$ cat src/ocp_cfg.svh
// Purpose: Offsets, reset values, field positions and step sizes for the
//          output clock phase register bank.
// Assumes: Register offsets are register indices; byte address is 4x index.
// Notes:   Definitions only.
`ifndef OCP_CFG_SVH
`define OCP_CFG_SVH

// Register indices.
`define OCP_IDX_QUAD 8'h53
`define OCP_IDX_APLL_FINE 8'h55
`define OCP_IDX_DIFF_CTRL 8'h60
`define OCP_IDX_DIFF_SEL 8'h61
`define OCP_IDX_COMB_FINE 8'h63
`define OCP_IDX_PAGE 8'h64

// Reset values.
`define OCP_RST_QUAD 8'h00
`define OCP_RST_APLL_FINE 8'h00
`define OCP_RST_DIFF_CTRL 8'ha3
`define OCP_RST_DIFF_SEL 8'h55
`define OCP_RST_COMB_FINE 8'hff
`define OCP_RST_PAGE 8'h00

// Field positions.
`define OCP_QUAD_MSB 1
`define OCP_QUAD_LSB 0
`define OCP_DIFF_EN_BIT 1
`define OCP_SKEW_MSB 7
`define OCP_SKEW_LSB 6
`define OCP_FSEL_MSB 6
`define OCP_FSEL_LSB 4

// Page selector codes.
`define OCP_PG_GENERAL 8'h00
`define OCP_PG_OSC 8'h01
`define OCP_PG_SYNC1HZ 8'h08
`define OCP_PG_TOD 8'h0a
`define OCP_PG_INTSTAT 8'h0f

// Step sizes: fine trim in tenths of a picosecond, skew in picoseconds.
`define OCP_FINE_STEP_TENTH_PS 12'h4a8
`define OCP_SKEW_STEP_PS 12'h640

// Bus constants.
`define OCP_HRESP_OKAY 1'b0
`define OCP_WORD_SHIFT 2
`define OCP_IDX_BITS 8

`endif

$ cat src/ocp_pkg.sv
// Purpose: Types shared by the output clock phase register bank.
// Assumes: Nothing beyond the configuration header.
// Notes:   Constants live in ocp_cfg.svh.
package ocp_pkg;

  // One register byte.
  typedef logic [7:0] ocp_byte_t;

  // Signed trim, in tenths of a picosecond.
  typedef logic signed [18:0] ocp_trim_t;

  // Skew delay in picoseconds.
  typedef logic [12:0] ocp_skew_ps_t;

  // Decoded extended page.
  typedef enum logic [2:0] {
    OCP_PAGE_GENERAL,
    OCP_PAGE_OSC,
    OCP_PAGE_SYNC1HZ,
    OCP_PAGE_TOD,
    OCP_PAGE_INTSTAT,
    OCP_PAGE_RESERVED
  } ocp_page_t;

endpackage : ocp_pkg

$ cat src/ocp_field_map.sv
// Purpose: Turns the raw register bytes into clock path control values.
// Assumes: Purely combinational; the caller registers the results.
// Notes:   Trims are signed; skew delay grows with the code.
`timescale 1ns/10ps
`include "ocp_cfg.svh"

module ocp_field_map
  import ocp_pkg::*;
(
  // Register bytes.
  input wire ocp_byte_t quad_byte_i,
  input wire ocp_byte_t apll_fine_i,
  input wire ocp_byte_t diff_ctrl_i,
  input wire ocp_byte_t diff_sel_i,
  input wire ocp_byte_t comb_fine_i,
  input wire ocp_byte_t page_i,
  // Decoded controls.
  output logic [3:0] quad_onehot_o,
  output ocp_trim_t apll_trim_o,
  output ocp_trim_t comb_trim_o,
  output logic diff_drive_o,
  output logic [1:0] skew_code_o,
  output ocp_skew_ps_t skew_ps_o,
  output logic [2:0] freq_sel_o,
  output ocp_page_t page_o
);

  wire [1:0] quad_code_w = quad_byte_i[`OCP_QUAD_MSB:`OCP_QUAD_LSB];

  // Coarse quadrant: codes 0..3 give 0, 90, 180, 270 degrees.
  assign quad_onehot_o = 4'h1 << quad_code_w;

  // Fine trims: signed step count times the step size.
  assign apll_trim_o = ocp_trim_t'($signed(apll_fine_i)) *
                       ocp_trim_t'(`OCP_FINE_STEP_TENTH_PS);
  assign comb_trim_o = ocp_trim_t'($signed(comb_fine_i)) *
                       ocp_trim_t'(`OCP_FINE_STEP_TENTH_PS);

  // Differential output controls.
  assign diff_drive_o = diff_ctrl_i[`OCP_DIFF_EN_BIT];
  assign skew_code_o = diff_ctrl_i[`OCP_SKEW_MSB:`OCP_SKEW_LSB];
  // Lower code means less delay, so the output moves earlier.
  assign skew_ps_o = ocp_skew_ps_t'(skew_code_o) *
                     ocp_skew_ps_t'(`OCP_SKEW_STEP_PS);
  assign freq_sel_o = diff_sel_i[`OCP_FSEL_MSB:`OCP_FSEL_LSB];

  // Page decode; any other code is reserved.
  assign page_o = (page_i == `OCP_PG_GENERAL) ? OCP_PAGE_GENERAL :
                  (page_i == `OCP_PG_OSC) ? OCP_PAGE_OSC :
                  (page_i == `OCP_PG_SYNC1HZ) ? OCP_PAGE_SYNC1HZ :
                  (page_i == `OCP_PG_TOD) ? OCP_PAGE_TOD :
                  (page_i == `OCP_PG_INTSTAT) ? OCP_PAGE_INTSTAT :
                  OCP_PAGE_RESERVED;

endmodule : ocp_field_map

$ cat src/ocp_output_clock_phase_regs.sv
// Purpose: AHB-Lite register bank steering the output clock phase path.
// Assumes: Single word transfers; zero wait states; low byte carries data.
// Notes:   Clock controls follow a register write by two clock edges.
`timescale 1ns/10ps
`include "ocp_cfg.svh"

module ocp_output_clock_phase_regs
  import ocp_pkg::*;
#(
  parameter int HADDR_W = 12
)
(
  // Clock and reset.
  input wire logic mclk_i,
  input wire logic sys_rst_i,
  // AHB-Lite slave.
  input wire logic hsel_i,
  input wire logic [HADDR_W-1:0] haddr_i,
  input wire logic [1:0] htrans_i,
  input wire logic hwrite_i,
  input wire logic [2:0] hsize_i,
  input wire logic [31:0] hwdata_i,
  input wire logic hready_i,
  output logic hreadyout_o,
  output logic hresp_o,
  output logic [31:0] hrdata_o,
  // Single-ended clock phase.
  output logic [3:0] quad_phase_o,
  output logic [7:0] apll_trim_code_o,
  output ocp_trim_t apll_trim_o,
  output logic [7:0] comb_trim_code_o,
  output ocp_trim_t comb_trim_o,
  // Differential clock.
  output logic diff_oe_o,
  output logic [1:0] diff_skew_o,
  output ocp_skew_ps_t diff_skew_ps_o,
  output logic [2:0] diff_freq_sel_o,
  // Extended page.
  output logic [7:0] page_sel_o,
  output ocp_page_t page_o,
  output logic page_reserved_o
);

  localparam int NREG = 6;
  localparam int E_QUAD = 0;
  localparam int E_APLL = 1;
  localparam int E_DCTL = 2;
  localparam int E_DSEL = 3;
  localparam int E_COMB = 4;
  localparam int E_PAGE = 5;

  // The index needs bits 9:2 of the address, so narrower buses cannot work.
  if (HADDR_W < 10) begin : g_bad_width
    $error("HADDR_W must be at least 10");
  end

  // Index of each entry in the bank.
  function automatic logic [7:0] idx_of(input int e);
    case (e)
      E_QUAD: idx_of = `OCP_IDX_QUAD;
      E_APLL: idx_of = `OCP_IDX_APLL_FINE;
      E_DCTL: idx_of = `OCP_IDX_DIFF_CTRL;
      E_DSEL: idx_of = `OCP_IDX_DIFF_SEL;
      E_COMB: idx_of = `OCP_IDX_COMB_FINE;
      default: idx_of = `OCP_IDX_PAGE;
    endcase
  endfunction : idx_of

  // Reset value of each entry.
  function automatic ocp_byte_t rst_of(input int e);
    case (e)
      E_QUAD: rst_of = `OCP_RST_QUAD;
      E_APLL: rst_of = `OCP_RST_APLL_FINE;
      E_DCTL: rst_of = `OCP_RST_DIFF_CTRL;
      E_DSEL: rst_of = `OCP_RST_DIFF_SEL;
      E_COMB: rst_of = `OCP_RST_COMB_FINE;
      default: rst_of = `OCP_RST_PAGE;
    endcase
  endfunction : rst_of

  // Address phase decode.
  wire addr_take_w = hsel_i & hready_i & htrans_i[1];
  wire [7:0] addr_idx_w = haddr_i[`OCP_IDX_BITS+1:`OCP_WORD_SHIFT];
  wire addr_hi_zero_w = ((haddr_i >> (`OCP_IDX_BITS + 2)) == '0);
  wire addr_lo_zero_w = (haddr_i[1:0] == 2'h0);

  // Data phase state held from the address phase.
  logic wr_pend_reg;
  logic [7:0] wr_idx_reg;
  logic wr_ok_reg;

  // Register bank.
  ocp_byte_t regs_reg [NREG];
  ocp_byte_t regs_next [NREG];
  logic [NREG-1:0] addr_hit_w;
  logic [NREG-1:0] wr_hit_w;

  // Per entry: decode, next value and storage. Reserved bits are stored as
  // written so that their defaults read back unchanged.
  for (genvar e = 0; e < NREG; e++) begin : g_reg
    assign addr_hit_w[e] = (addr_idx_w == idx_of(e));
    assign wr_hit_w[e] = wr_pend_reg & wr_ok_reg & (wr_idx_reg == idx_of(e));
    assign regs_next[e] = wr_hit_w[e] ? hwdata_i[7:0] : regs_reg[e];
    always_ff @(posedge mclk_i or posedge sys_rst_i) begin
      if (sys_rst_i) begin
        regs_reg[e] <= rst_of(e);
      end else begin
        regs_reg[e] <= regs_next[e];
      end
    end
  end

  // Read mux. It looks at the next values so that a read right behind a
  // write to the same register already sees the new byte.
  wire addr_ok_w = addr_hi_zero_w & addr_lo_zero_w;
  wire map_hit_w = addr_ok_w & (|addr_hit_w);
  logic [7:0] rd_byte_w;
  always_comb begin
    rd_byte_w = 8'h00;
    for (int e = 0; e < NREG; e++) begin
      if (addr_hit_w[e]) begin
        rd_byte_w = regs_next[e];
      end
    end
  end
  wire [31:0] rd_word_w = map_hit_w ? {24'h000000, rd_byte_w} : 32'h00000000;
  wire rd_take_w = addr_take_w & ~hwrite_i;

  // Address phase capture for the following data phase.
  always_ff @(posedge mclk_i or posedge sys_rst_i) begin
    if (sys_rst_i) begin
      wr_pend_reg <= 1'b0;
      wr_idx_reg <= 8'h00;
      wr_ok_reg <= 1'b0;
    end else begin
      wr_pend_reg <= addr_take_w & hwrite_i;
      wr_idx_reg <= addr_idx_w;
      wr_ok_reg <= addr_ok_w;
    end
  end

  // Bus answer: never stalls, always OKAY; unmapped reads return zero.
  always_ff @(posedge mclk_i or posedge sys_rst_i) begin
    if (sys_rst_i) begin
      hreadyout_o <= 1'b1;
      hresp_o <= `OCP_HRESP_OKAY;
      hrdata_o <= 32'h00000000;
    end else begin
      hreadyout_o <= 1'b1;
      hresp_o <= `OCP_HRESP_OKAY;
      if (rd_take_w) begin
        hrdata_o <= rd_word_w;
      end
    end
  end

  // Field decode of the stored bytes.
  logic [3:0] quad_w;
  ocp_trim_t apll_trim_w;
  ocp_trim_t comb_trim_w;
  logic diff_drive_w;
  logic [1:0] skew_w;
  ocp_skew_ps_t skew_ps_w;
  logic [2:0] fsel_w;
  ocp_page_t page_w;

  ocp_field_map u_map (
    .quad_byte_i (regs_reg[E_QUAD]),
    .apll_fine_i (regs_reg[E_APLL]),
    .diff_ctrl_i (regs_reg[E_DCTL]),
    .diff_sel_i (regs_reg[E_DSEL]),
    .comb_fine_i (regs_reg[E_COMB]),
    .page_i (regs_reg[E_PAGE]),
    .quad_onehot_o (quad_w),
    .apll_trim_o (apll_trim_w),
    .comb_trim_o (comb_trim_w),
    .diff_drive_o (diff_drive_w),
    .skew_code_o (skew_w),
    .skew_ps_o (skew_ps_w),
    .freq_sel_o (fsel_w),
    .page_o (page_w)
  );

  // Registered clock path controls. The extra stage keeps the outputs clean
  // of decode glitches at the cost of one cycle of latency. Reset shows the
  // decoded default bytes, so that no control jumps when reset is released.
  always_ff @(posedge mclk_i or posedge sys_rst_i) begin
    if (sys_rst_i) begin
      quad_phase_o <= 4'h1;
      apll_trim_code_o <= `OCP_RST_APLL_FINE;
      apll_trim_o <= '0;
      comb_trim_code_o <= `OCP_RST_COMB_FINE;
      comb_trim_o <= 19'h7fb58; // Minus one step, as the default byte says.
      diff_oe_o <= 1'b1;
      diff_skew_o <= 2'h2;
      diff_skew_ps_o <= 13'hc80;
      diff_freq_sel_o <= 3'h5;
    end else begin
      quad_phase_o <= quad_w;
      apll_trim_code_o <= regs_reg[E_APLL];
      apll_trim_o <= apll_trim_w;
      comb_trim_code_o <= regs_reg[E_COMB];
      comb_trim_o <= comb_trim_w;
      diff_oe_o <= diff_drive_w;
      diff_skew_o <= skew_w;
      diff_skew_ps_o <= skew_ps_w;
      diff_freq_sel_o <= fsel_w;
    end
  end

  // Page outputs. A reserved code is flagged, not corrected, since software
  // owns the choice of page.
  always_ff @(posedge mclk_i or posedge sys_rst_i) begin
    if (sys_rst_i) begin
      page_sel_o <= `OCP_RST_PAGE;
      page_o <= OCP_PAGE_GENERAL;
      page_reserved_o <= 1'b0;
    end else begin
      page_sel_o <= regs_reg[E_PAGE];
      page_o <= page_w;
      page_reserved_o <= (page_w == OCP_PAGE_RESERVED);
    end
  end

  // Checks on the decoded controls, the page selector write and the bus answer.
  AST_QUAD_POSITION: assert property (
    @(posedge mclk_i) disable iff (sys_rst_i)
    (regs_reg[E_QUAD][1:0] == 2'h2) ##1 1'b1 |-> quad_phase_o == 4'h4)
    else $error("Quadrant code 2 did not select 180 degrees.");

  AST_APLL_TRIM: assert property (
    @(posedge mclk_i) disable iff (sys_rst_i)
    apll_trim_o == ocp_trim_t'($signed(apll_trim_code_o)) * 19'sd1192)
    else $error("Analog path trim does not match its code.");

  AST_DIFF_ENABLE: assert property (
    @(posedge mclk_i) disable iff (sys_rst_i)
    wr_hit_w[E_DCTL] |-> ##2 diff_oe_o == $past(hwdata_i[1], 2))
    else $error("Differential enable did not follow the write.");

  AST_SKEW_STEP: assert property (
    @(posedge mclk_i) disable iff (sys_rst_i)
    diff_skew_ps_o == {11'h000, diff_skew_o} * 13'd1600)
    else $error("Differential skew is not 1.6 ns per step.");

  AST_SKEW_ORDER: assert property (
    @(posedge mclk_i) disable iff (sys_rst_i)
    (diff_skew_o > $past(diff_skew_o)) |->
      (diff_skew_ps_o > $past(diff_skew_ps_o)))
    else $error("A larger skew code did not delay the output.");

  AST_FREQ_SELECT: assert property (
    @(posedge mclk_i) disable iff (sys_rst_i)
    wr_hit_w[E_DSEL] |-> ##2 diff_freq_sel_o == $past(hwdata_i[6:4], 2))
    else $error("Frequency select did not follow the write.");

  AST_COMB_TRIM: assert property (
    @(posedge mclk_i) disable iff (sys_rst_i)
    comb_trim_o == ocp_trim_t'($signed(comb_trim_code_o)) * 19'sd1192)
    else $error("Combined trim does not match its code.");

  AST_PAGE_LOW: assert property (
    @(posedge mclk_i) disable iff (sys_rst_i)
    (page_sel_o == 8'h01) |-> (page_o == OCP_PAGE_OSC) && !page_reserved_o)
    else $error("Page 01 did not select the oscillator page.");

  AST_PAGE_HIGH: assert property (
    @(posedge mclk_i) disable iff (sys_rst_i)
    (page_sel_o == 8'h0a) |-> (page_o == OCP_PAGE_TOD))
    else $error("Page 0A did not select the time of day page.");

  AST_PAGE_RESERVED: assert property (
    @(posedge mclk_i) disable iff (sys_rst_i)
    page_reserved_o == !(page_sel_o inside {8'h00, 8'h01, 8'h08, 8'h0a,
                                            8'h0f}))
    else $error("Reserved page code was not flagged.");

  AST_WRITE_TAKE: assert property (
    @(posedge mclk_i) disable iff (sys_rst_i)
    wr_hit_w[E_PAGE] |=> regs_reg[E_PAGE] == $past(hwdata_i[7:0]))
    else $error("Page selector write was lost.");

  AST_BUS_UNMAPPED: assert property (
    @(posedge mclk_i) disable iff (sys_rst_i)
    (rd_take_w && !map_hit_w) |=> hrdata_o == 32'h00000000
      && hreadyout_o && !hresp_o)
    else $error("Unmapped read did not return zero OKAY.");

endmodule : ocp_output_clock_phase_regs

$ cat config.mk
export PLATFORM = sky130hd
export DESIGN_NAME = ocp_output_clock_phase_regs
export DESIGN_NICKNAME = d
export VERILOG_FILES = /design/src/ocp_pkg.sv /design/src/ocp_field_map.sv /design/src/ocp_output_clock_phase_regs.sv
export VERILOG_INCLUDE_DIRS = /design/src
export SDC_FILE = /design/constraint.sdc
export NUM_CORES = 1
export LEC_CHECK = 0
export BUFFER_PORTS_ARGS = -buffer_cell sky130_fd_sc_hd__buf_2
export CORE_UTILIZATION = 25
export DETAILED_ROUTE_END_ITERATION = 16
export MAX_ROUTING_LAYER = met4
export SLEW_MARGIN = 10
export SYNTH_ARGS = -nofsm -noshare
export SYNTH_HDL_FRONTEND = slang
export SYNTH_SLANG_ARGS = --single-unit
$ cat constraint.sdc
create_clock -name mclk_i -period 12.6 [get_ports mclk_i]
set_clock_uncertainty 0.05 [all_clocks]
set_input_delay 2.52 -clock mclk_i [delete_from_list [all_inputs] [get_ports mclk_i]]
set_output_delay 2.52 -clock mclk_i [all_outputs]
set_load 0.1 [all_outputs]
==> impl_metrics.csv, run 1 <==
group,metric,value,unit
critical_path,reg2reg_depth,11,
routing,post_drt_via_cell_ratio,4.33,
power_and_ir_drop,pwr_density_cell,121,nW/um2
critical_path,crit_required,12.88,ns
clock_tree,clk_latency,0.42,ns
routing,wire_per_inst,14.8,um
flow_run,cap_violations,0,
critical_path,cpPeakStageDelay,0.58,ns
clock_tree,root_buffer,"clkbuf_16",
logic_synthesis,yosys.area.top_type,"dfrtp_1",
global_route,overflow,0,
logic_synthesis,async_flop_share,1.00,
global_route,grt_pass1_wl,27100,um
min_path,hp-start,"regs_reg[20]",
timing,setup_viol,0,
status,status,"finished clean",
cells_and_area,syn_to_final_growth,19.0,%
logic_synthesis,ys_types,67,
place,gp_congestion,0.813,
die,start_util,0.257,
routing,drt-pass1-iter-count,4,
timing,min_period_over_period,0.379,
global_route,grt_start_max_net_pins,76,
logic_synthesis,synth_top_area_frac,0.312,
place,place_hpwl,12700,um
routing,drt_iter0_drc,229,
logic_synthesis,synth_most_common_cell,"dfrtp_1",
min_path,holdPathStages,0,
critical_path,crit_type,"in -> reg",
timing,setup_tns,0,ns
critical_path,r2r_start,"regs_reg[39]",
critical_path,crit_path_end_kind,"flip-flop",
timing,rsz0062_at_grt,"false",
critical_path,r2r_slack,8.73,ns
critical_path,r2r_end,"apll_trim_o[17]",
timing,hold_violations,0,
cells_and_area,largest_register_ffs,48,
critical_path,path_cells,"buf_2 > nand4b_1 > nor3b_1 > o2111ai_1 > nor2_1 > o221ai_1 > a22oi_1",
die,io_pins,177,
timing,slew_viol_final,0,
clock_tree,cts_max_path_buffers,2,
critical_path,crit_family,"simple AND/OR/NAND/NOR gates",
logic_synthesis,synthCells,604,
critical_path,start_kind,"input port",
place,pre_cts_ws,7.44,ns
cells_and_area,fin_area,8870,um2
timing,fmax,0.209,GHz
die,fp.dieH,175,um
timing,worstMarginPinSlew,1.09,ns
timing,fin_crit,4.78,ns
cells_and_area,fillCellCount,2973,
clock_tree,path_clk_slew,0.06,ns
place,io_buffers,109,
cells_and_area,drive_above_1_share,0.325,
timing,fin_ws,7.82,ns
power_and_ir_drop,power.total,1.08,mW
global_route,grt_pass1_vias,4949,
clock_tree,numClockSinks,135,
power_and_ir_drop,peakVddDrop,0.0878,mV
power_and_ir_drop,leakage,4.68,nW
routing,ant_nets,0,
global_route,gr-usage-all-layers,0.120,
critical_path,crit_arrival,5.06,ns
clock_tree,ctsHoldBuffers,0,
clock_tree,cts_setup_buffers,0,
cells_and_area,multiInputGateArea,3650,um2
logic_synthesis,synthFlopType,"dfrtp_1",
min_path,min_to,"diff_freq_sel_o[0]",
logic_synthesis,synth.area.top_cells,"dfrtp_1 31%, dfstp_2 15%, ha_1 14%, mux2_2 5.6%, buf_4 4.6%",
min_path,hold_path_class,"reg -> reg",
clock_tree,cts_max_level,4,
critical_path,path_max_fanout,11,
clock_tree,cts_tree,"built",
timing,slew_headroom,0.269,
logic_synthesis,syn_area_per_cell,12.3,um2
die,dieArea,30500,um2
logic_synthesis,synth_edf_count,0,
die,die_w,175,um
logic_synthesis,ys_ff_latch,135,
timing,fin_hold_ws,0.316,ns
clock_tree,tritoncts.num_buffers,17,
critical_path,crit_slowest_cell,"nand4b_1",
logic_synthesis,synth_commonest_cells,"93 x dfrtp_1, 86 x ha_1, 46 x buf_4, 42 x dfstp_2, 38 x inv_1",
place,post_dp_cell_area,8260,um2
routing,via_count,4837,
routing,drt-total-wl,16600,um
die,rows,62,
critical_path,cp.buffers_inverters,1,
cells_and_area,fin_cells,1118,
logic_synthesis,syn_area,7450,um2
logic_synthesis,ys_warn_count,0,
cells_and_area,final_core_util,0.306,
place,dp_cells,1084,
die,core-area,29000,um2
routing,drc,0,
clock_tree,cts_resized,0,
global_route,antenna_found_initial,2,
cells_and_area,nets,875,
logic_synthesis,seq_area_frac_synth,0.460,
cells_and_area,regArea,3430,um2
[logic make-up (layout without fill, tap and decap cells)]
kind of cell    count (synthesis)  after routing  synth area share
compound gates                 92             92            0.0890
mux                            48             48            0.0720
fa+ha+maj                     102            102             0.187
buf+inv                        89            180            0.0683
other cells                     2             41           0.00101
flops                         135            135             0.460
simple gates                  118            118             0.101
xor+xnor                       18             18            0.0212
[cells in the final DEF (no fill, tap or decap), types with 5 or more instances in the layout]
master       n
dfstp_2     42
nor2_1      25
inv_1       37
a21oi_1     17
mux2i_1      9
o221ai_1     7
nor3_1       8
xnor2_1     15
fa_1        16
o211ai_1     6
clkbuf_16   17
buf_2      109
and2_1       6
nand2b_1    10
ha_1        86
a21o_1       5
o31ai_1      6
o21ai_0     13
nand2_1     26
dfrtp_1     93
a22oi_1      6
mux2_2      37
conb_1      39
[worst reg2reg max path, stage by stage, from the launching register on]
cell and delay (ns):
dfrtp_1 0.56, ha_1 0.30, fa_1 0.44, ha_1 0.29, inv_1 0.05, fa_1 0.54, inv_1 0.04, ha_1 0.37
nand2_1 0.09, o211a_1 0.23, or3_1 0.40, o311ai_0 0.38
[layer usage]
metal | vias up | part of all wire | global-route usage | wire (um)
met3 | 10 | 0.063 | 0.0344 | 1040
met5 | - | 0 | - | 0
met2 | 132 | 0.45 | 0.176 | 7390
met1 | 2371 | 0.48 | 0.158 | 7970
met4 | 0 | 0.011 | 0.0370 | 176
li1 | 2324 | - | - | -
[cell type report]
class | instances | share of cell area
inverter | 38 | 0.0166
tap | 384 | 0.0542
clock buffer | 18 | 0.0484
antenna | 2 | 0.000564
sequential | 135 | 0.387
clock inverter | 14 | 0.0195
multi-input combinational | 417 | 0.412
timing repair buffer | 110 | 0.0624
[power breakdown]
part / internal [mW] / switching [mW]
Sequential: 0.445 / 0.00562
Clock: 0.313 / 0.200
Combinational: 0.0127 / 0.101
Total: 0.770 / 0.306
[worst max-delay path by stage]
stage | startpoint | to | slack (ns) | cells after the start
2_1_floorplan | sys_rst_i | apll_trim_code_o[0] | 6.49 | 1
3_3_place_gp | hwrite_i | hrdata_o[4] | 7.50 | 7
3_5_place_dp | hwrite_i | hrdata_o[4] | 7.44 | 7
4_1_cts | hwrite_i | hrdata_o[4] | 7.88 | 7
5_1_grt | hwrite_i | hrdata_o[4] | 7.71 | 7
6_report | hwrite_i | hrdata_o[4] | 7.82 | 7
(Power assumes the default switching activity.)
==> inputs of run 2 (changes only) <==
- clock period: 12.6 -> 4.25 ns (I/O delays scaled with it)
==> impl_metrics.csv, run 2 (synthesis results as in run 1) <==
group,metric,value,unit
timing,setup_tns,0,ns
clock_tree,cts_max_path_buffers,2,
critical_path,cp.buffers_inverters,0,
power_and_ir_drop,switching_share,0.292,
routing,wire_per_inst,14.9,um
power_and_ir_drop,power_frac_comb,0.108,
critical_path,crit_path_end_kind,"flip-flop",
critical_path,crit_top_cell,"ha_1",
timing,setup_viol,0,
global_route,grt_start_max_net_pins,72,
critical_path,r2r_end,"apll_trim_o[17]",
power_and_ir_drop,power_frac_clock,0.469,
cells_and_area,fillCellCount,2984,
status,status,"finished clean",
power_and_ir_drop,p_int,2.23,mW
clock_tree,cts_max_level,4,
cells_and_area,final_cell_mix,"109 x buf_2, 93 x dfrtp_1, 86 x ha_1",
place,gp_congestion,0.830,
global_route,grt_pass1_vias,5034,
clock_tree,cts_setup_buffers,0,
routing,drt_iter0_drc,241,
cells_and_area,largest_register_ffs,48,
cells_and_area,drive_above_1_share,0.334,
clock_tree,tritoncts.num_buffers,17,
power_and_ir_drop,switchingPower,919,uW
die,io_pins,177,
timing,slew_viol_final,0,
min_path,hold_path_class,"reg -> reg",
global_route,gr-usage-all-layers,0.121,
clock_tree,clk_latency,0.42,ns
power_and_ir_drop,seq_power_share,0.423,
critical_path,crit_family,"adder cells",
place,io_buffers,109,
timing,hold_violations,0,
timing,fmax,0.268,GHz
timing,slew_headroom,0.340,
global_route,grt_pass1_wl,27500,um
place,pre_cts_ws,0.473,ns
clock_tree,numClockSinks,135,
die,start_util,0.257,
timing,fin_ws,0.518,ns
min_path,min_to,"diff_freq_sel_o[2]",
die,rows,62,
die,dieArea,30500,um2
clock_tree,ctsHoldBuffers,0,
critical_path,crit_arrival,3.99,ns
cells_and_area,nets,883,
critical_path,crit_required,4.51,ns
critical_path,reg2reg_depth,9,
routing,drc,0,
critical_path,cpPeakStageDelay,0.51,ns
critical_path,path_max_fanout,7,
critical_path,crit_type,"reg -> reg",
die,fp.dieH,175,um
routing,drt-total-wl,16800,um
die,core-area,29000,um2
cells_and_area,layout_commonest_cell,"buf_2",
timing,rsz0062_at_grt,"false",
power_and_ir_drop,pwr_density_cell,353,nW/um2
cells_and_area,syn_to_final_growth,20.0,%
routing,post_drt_via_cell_ratio,4.35,
timing,fin_crit,3.73,ns
critical_path,path_cells,"ha_1 > ha_1 > fa_1 > fa_1 > ha_1 > nand2_1 > o211a_1 > or3_1 > o311ai_0",
die,die_w,175,um
critical_path,r2r_slack,0.52,ns
clock_tree,cts_resized,0,
timing,worstMarginPinSlew,0.988,ns
min_path,hp-start,"regs_reg[22]",
clock_tree,root_buffer,"clkbuf_16",
routing,via_count,4907,
clock_tree,path_clk_slew,0.06,ns
timing,fin_hold_ws,0.315,ns
global_route,overflow,0,
min_path,holdPathStages,0,
timing,min_period_over_period,0.878,
routing,drt-pass1-iter-count,4,
flow_run,cap_violations,0,
place,place_hpwl,13000,um
global_route,antenna_found_initial,3,
routing,ant_nets,0,
power_and_ir_drop,leakage,4.71,nW
critical_path,r2r_start,"regs_reg[39]",
power_and_ir_drop,power.total,3.15,mW
critical_path,start_kind,"flip-flop",
critical_path,crit_slowest_cell,"fa_1",
power_and_ir_drop,peakVddDrop,0.217,mV
clock_tree,cts_tree,"built",
-- run 2: cell types whose count changed in the layout (fill, tap and decap cells not counted), sizes merged --
cell and delta:
diode +3, inv +1, buf +8, clkbuf -1, clkinv +1, bufinv -1
-- run 2: worst max path at each step --
stage / start / endpoint / slack, ns / cells after the start
final: regs_reg[39] / apll_trim_o[17] / 0.52 / 9
after global routing: regs_reg[39] / apll_trim_o[17] / 0.27 / 11
after CTS: regs_reg[39] / apll_trim_o[17] / 0.49 / 11
after detailed placement: regs_reg[39] / apll_trim_o[17] / 0.47 / 11
after global placement: regs_reg[39] / apll_trim_o[17] / 0.50 / 9
after floorplan: regs_reg[39] / apll_trim_o[17] / 0.76 / 9
-- run 2: per-layer routing --
layer,up-vias,share of wire,global-route usage
li1,2343,-,-
met1,2422,0.46,0.152
met3,20,0.062,0.0350
met5,-,0,-
met4,0,0.017,0.0442
met2,122,0.46,0.185
-- run 2: through the flow --
stage / cells / utilization / cell area, um2
floorplan: 641 / - / 7590
global placement: 1092 / 0.287 / 8330
detailed placement: 1092 / 0.287 / 8330
CTS: 1124 / 0.308 / 8930
global route: 1127 / 0.308 / 8930
finish: 1129 / 0.308 / 8940
-- run 2: power by group through the flow --
stage	clock network, mW	registers [mW]	logic, mW
finish	1.48	1.33	0.341
CTS	1.53	1.34	0.344
detailed placement	0	1.36	0.344
global placement	0	1.36	0.341
floorplan	0	1.42	0.247
global route	1.58	1.34	0.357
-- run 2: layout make-up --
cell class | count | area, um2 | area share
Multi-Input combinational cell | 417 | 3650 | 0.408
Sequential cell | 135 | 3430 | 0.384
Timing Repair Buffer | 118 | 626 | 0.0700
Tap cell | 384 | 480 | 0.0537
Clock buffer | 17 | 425 | 0.0476
Clock inverter | 15 | 169 | 0.0189
Inverter | 38 | 146 | 0.0164
Antenna cell | 5 | 12.5 | 0.00140
==> inputs of run 3 (changes only) <==
- CORE_UTILIZATION: 25 -> 40
==> impl_metrics.csv, run 3 (synthesis results as in run 1) <==
group,metric,value,unit
power_and_ir_drop,leakage,4.71,nW
power_and_ir_drop,peakVddDrop,0.285,mV
timing,slew_viol_final,0,
cells_and_area,syn_to_final_growth,17.0,%
cells_and_area,multiInputGateArea,3650,um2
status,violations,"design-rule violations",
min_path,hold_path_class,"reg -> reg",
clock_tree,cts_tree,"built",
min_path,min_to,"diff_freq_sel_o[0]",
die,rows,49,
status,status,"finished, violations left",
cells_and_area,layout_commonest_cell,"buf_2",
timing,fin_crit,3.66,ns
clock_tree,numClockSinks,135,
critical_path,crit_required,4.54,ns
die,die_w,138,um
timing,setup_tns,0,ns
clock_tree,tritoncts.num_buffers,17,
clock_tree,clk_latency,0.42,ns
timing,setup_viol,0,
cells_and_area,regArea,3430,um2
timing,min_period_over_period,0.861,
timing,fmax,0.273,GHz
critical_path,crit_path_end_kind,"flip-flop",
clock_tree,ctsHoldBuffers,0,
routing,wire_per_inst,16.6,um
timing,hold_violations,0,
routing,drc,18,
place,io_buffers,109,
cells_and_area,largest_register_ffs,48,
routing,drt-pass1-iter-count,10,
die,io_pins,177,
min_path,holdPathStages,0,
critical_path,r2r_slack,0.59,ns
clock_tree,path_clk_slew,0.05,ns
global_route,overflow,0,
global_route,grt_pass1_wl,26500,um
power_and_ir_drop,pwr_density_cell,364,nW/um2
clock_tree,cts_resized,0,
routing,ant_nets,0,
die,core-area,18100,um2
cells_and_area,drive_above_1_share,0.327,
cells_and_area,nets,882,
global_route,grt_pass1_vias,4999,
routing,drt_iter0_drc,214,
clock_tree,root_buffer,"clkbuf_16",
place,gp_congestion,0.855,
global_route,grt_start_max_net_pins,81,
clock_tree,cts_setup_buffers,0,
flow_run,cap_violations,0,
critical_path,start_kind,"flip-flop",
min_path,hp-start,"regs_reg[20]",
timing,slew_headroom,0.289,
routing,drt-total-wl,16000,um
timing,worstMarginPinSlew,1.06,ns
die,start_util,0.412,
critical_path,reg2reg_depth,11,
routing,via_count,4955,
die,dieArea,19200,um2
critical_path,crit_arrival,3.95,ns
critical_path,r2r_start,"regs_reg[10]",
clock_tree,cts_max_level,4,
critical_path,r2r_end,"comb_trim_o[16]",
clock_tree,cts_max_path_buffers,2,
cells_and_area,fillCellCount,1629,
global_route,antenna_found_initial,0,
die,fp.dieH,138,um
timing,rsz0062_at_grt,"false",
place,place_hpwl,12100,um
routing,post_drt_via_cell_ratio,5.12,
cells_and_area,antenna_cells,0,
power_and_ir_drop,power.total,3.18,mW
critical_path,path_max_fanout,5,
critical_path,crit_type,"reg -> reg",
global_route,gr-usage-all-layers,0.184,
cells_and_area,final_cell_mix,"109 x buf_2, 93 x dfrtp_1, 86 x ha_1",
## run 3: cell count changes in the layout (fill, tap and decap cells not counted), moves of 2 or more
cell | before | now
clkbuf_8 | 0 | 3
diode_2 | 5 | 0
clkinv_4 | 6 | 0
clkinv_2 | 1 | 3
clkbuf_1 | 0 | 4
inv_6 | 5 | 0
## run 3: where the power goes
group          internal, mW  total (mW)  switching, mW
clock network         0.966        1.50          0.534
logic                0.0387       0.340          0.301
registers              1.32        1.34         0.0163
## run 3: worst max path at each step
stage | startpoint | to | slack (ns) | depth (start not counted)
after global routing | regs_reg[10] | comb_trim_o[16] | 0.35 | 11
final | regs_reg[10] | comb_trim_o[16] | 0.59 | 11
after CTS | regs_reg[34] | apll_trim_o[17] | 0.57 | 10
after global placement | regs_reg[34] | apll_trim_o[17] | 0.59 | 10
after floorplan | regs_reg[39] | apll_trim_o[17] | 0.76 | 9
after detailed placement | regs_reg[34] | apll_trim_o[17] | 0.60 | 10
## run 3: final cells by class
cell class              count  share of cell area
multi-input cells         417               0.419
flip-flops and latches    135               0.393
repair buffers            117              0.0694
clock buffers              24              0.0552
well taps                 229              0.0329
inverters                  38              0.0168
clock inverters             8              0.0138
## run 3: layer usage
layer,vias up,wire [um],global-route usage
met5,-,0,-
li1,2324,-,-
met4,0,249,0.0721
met1,2491,7490,0.242
met3,18,730,0.0353
met2,122,7580,0.280
## run 3: stage by stage
stage,cell area [um2],cells,hold slack (ns),setup slack (ns),utilization
final,8720,968,0.314,0.590,0.482
after CTS,8720,968,0.316,0.568,0.482
after global placement,8120,936,0.307,0.592,0.449
after floorplan,7590,641,0.299,0.759,-
after detailed placement,8120,936,0.306,0.596,0.449
after global routing,8720,968,0.326,0.352,0.482
## run 3: worst max-delay path, cell delays in order, from the launching register on
cell     delay [ns]
dfstp_2        0.62
ha_1           0.29
ha_1           0.30
ha_1           0.31
fa_1           0.48
ha_1           0.36
o21ai_0        0.12
o21ai_0        0.25
a21oi_1        0.14
o21ai_0        0.38
a21oi_1        0.15
xnor2_1        0.15
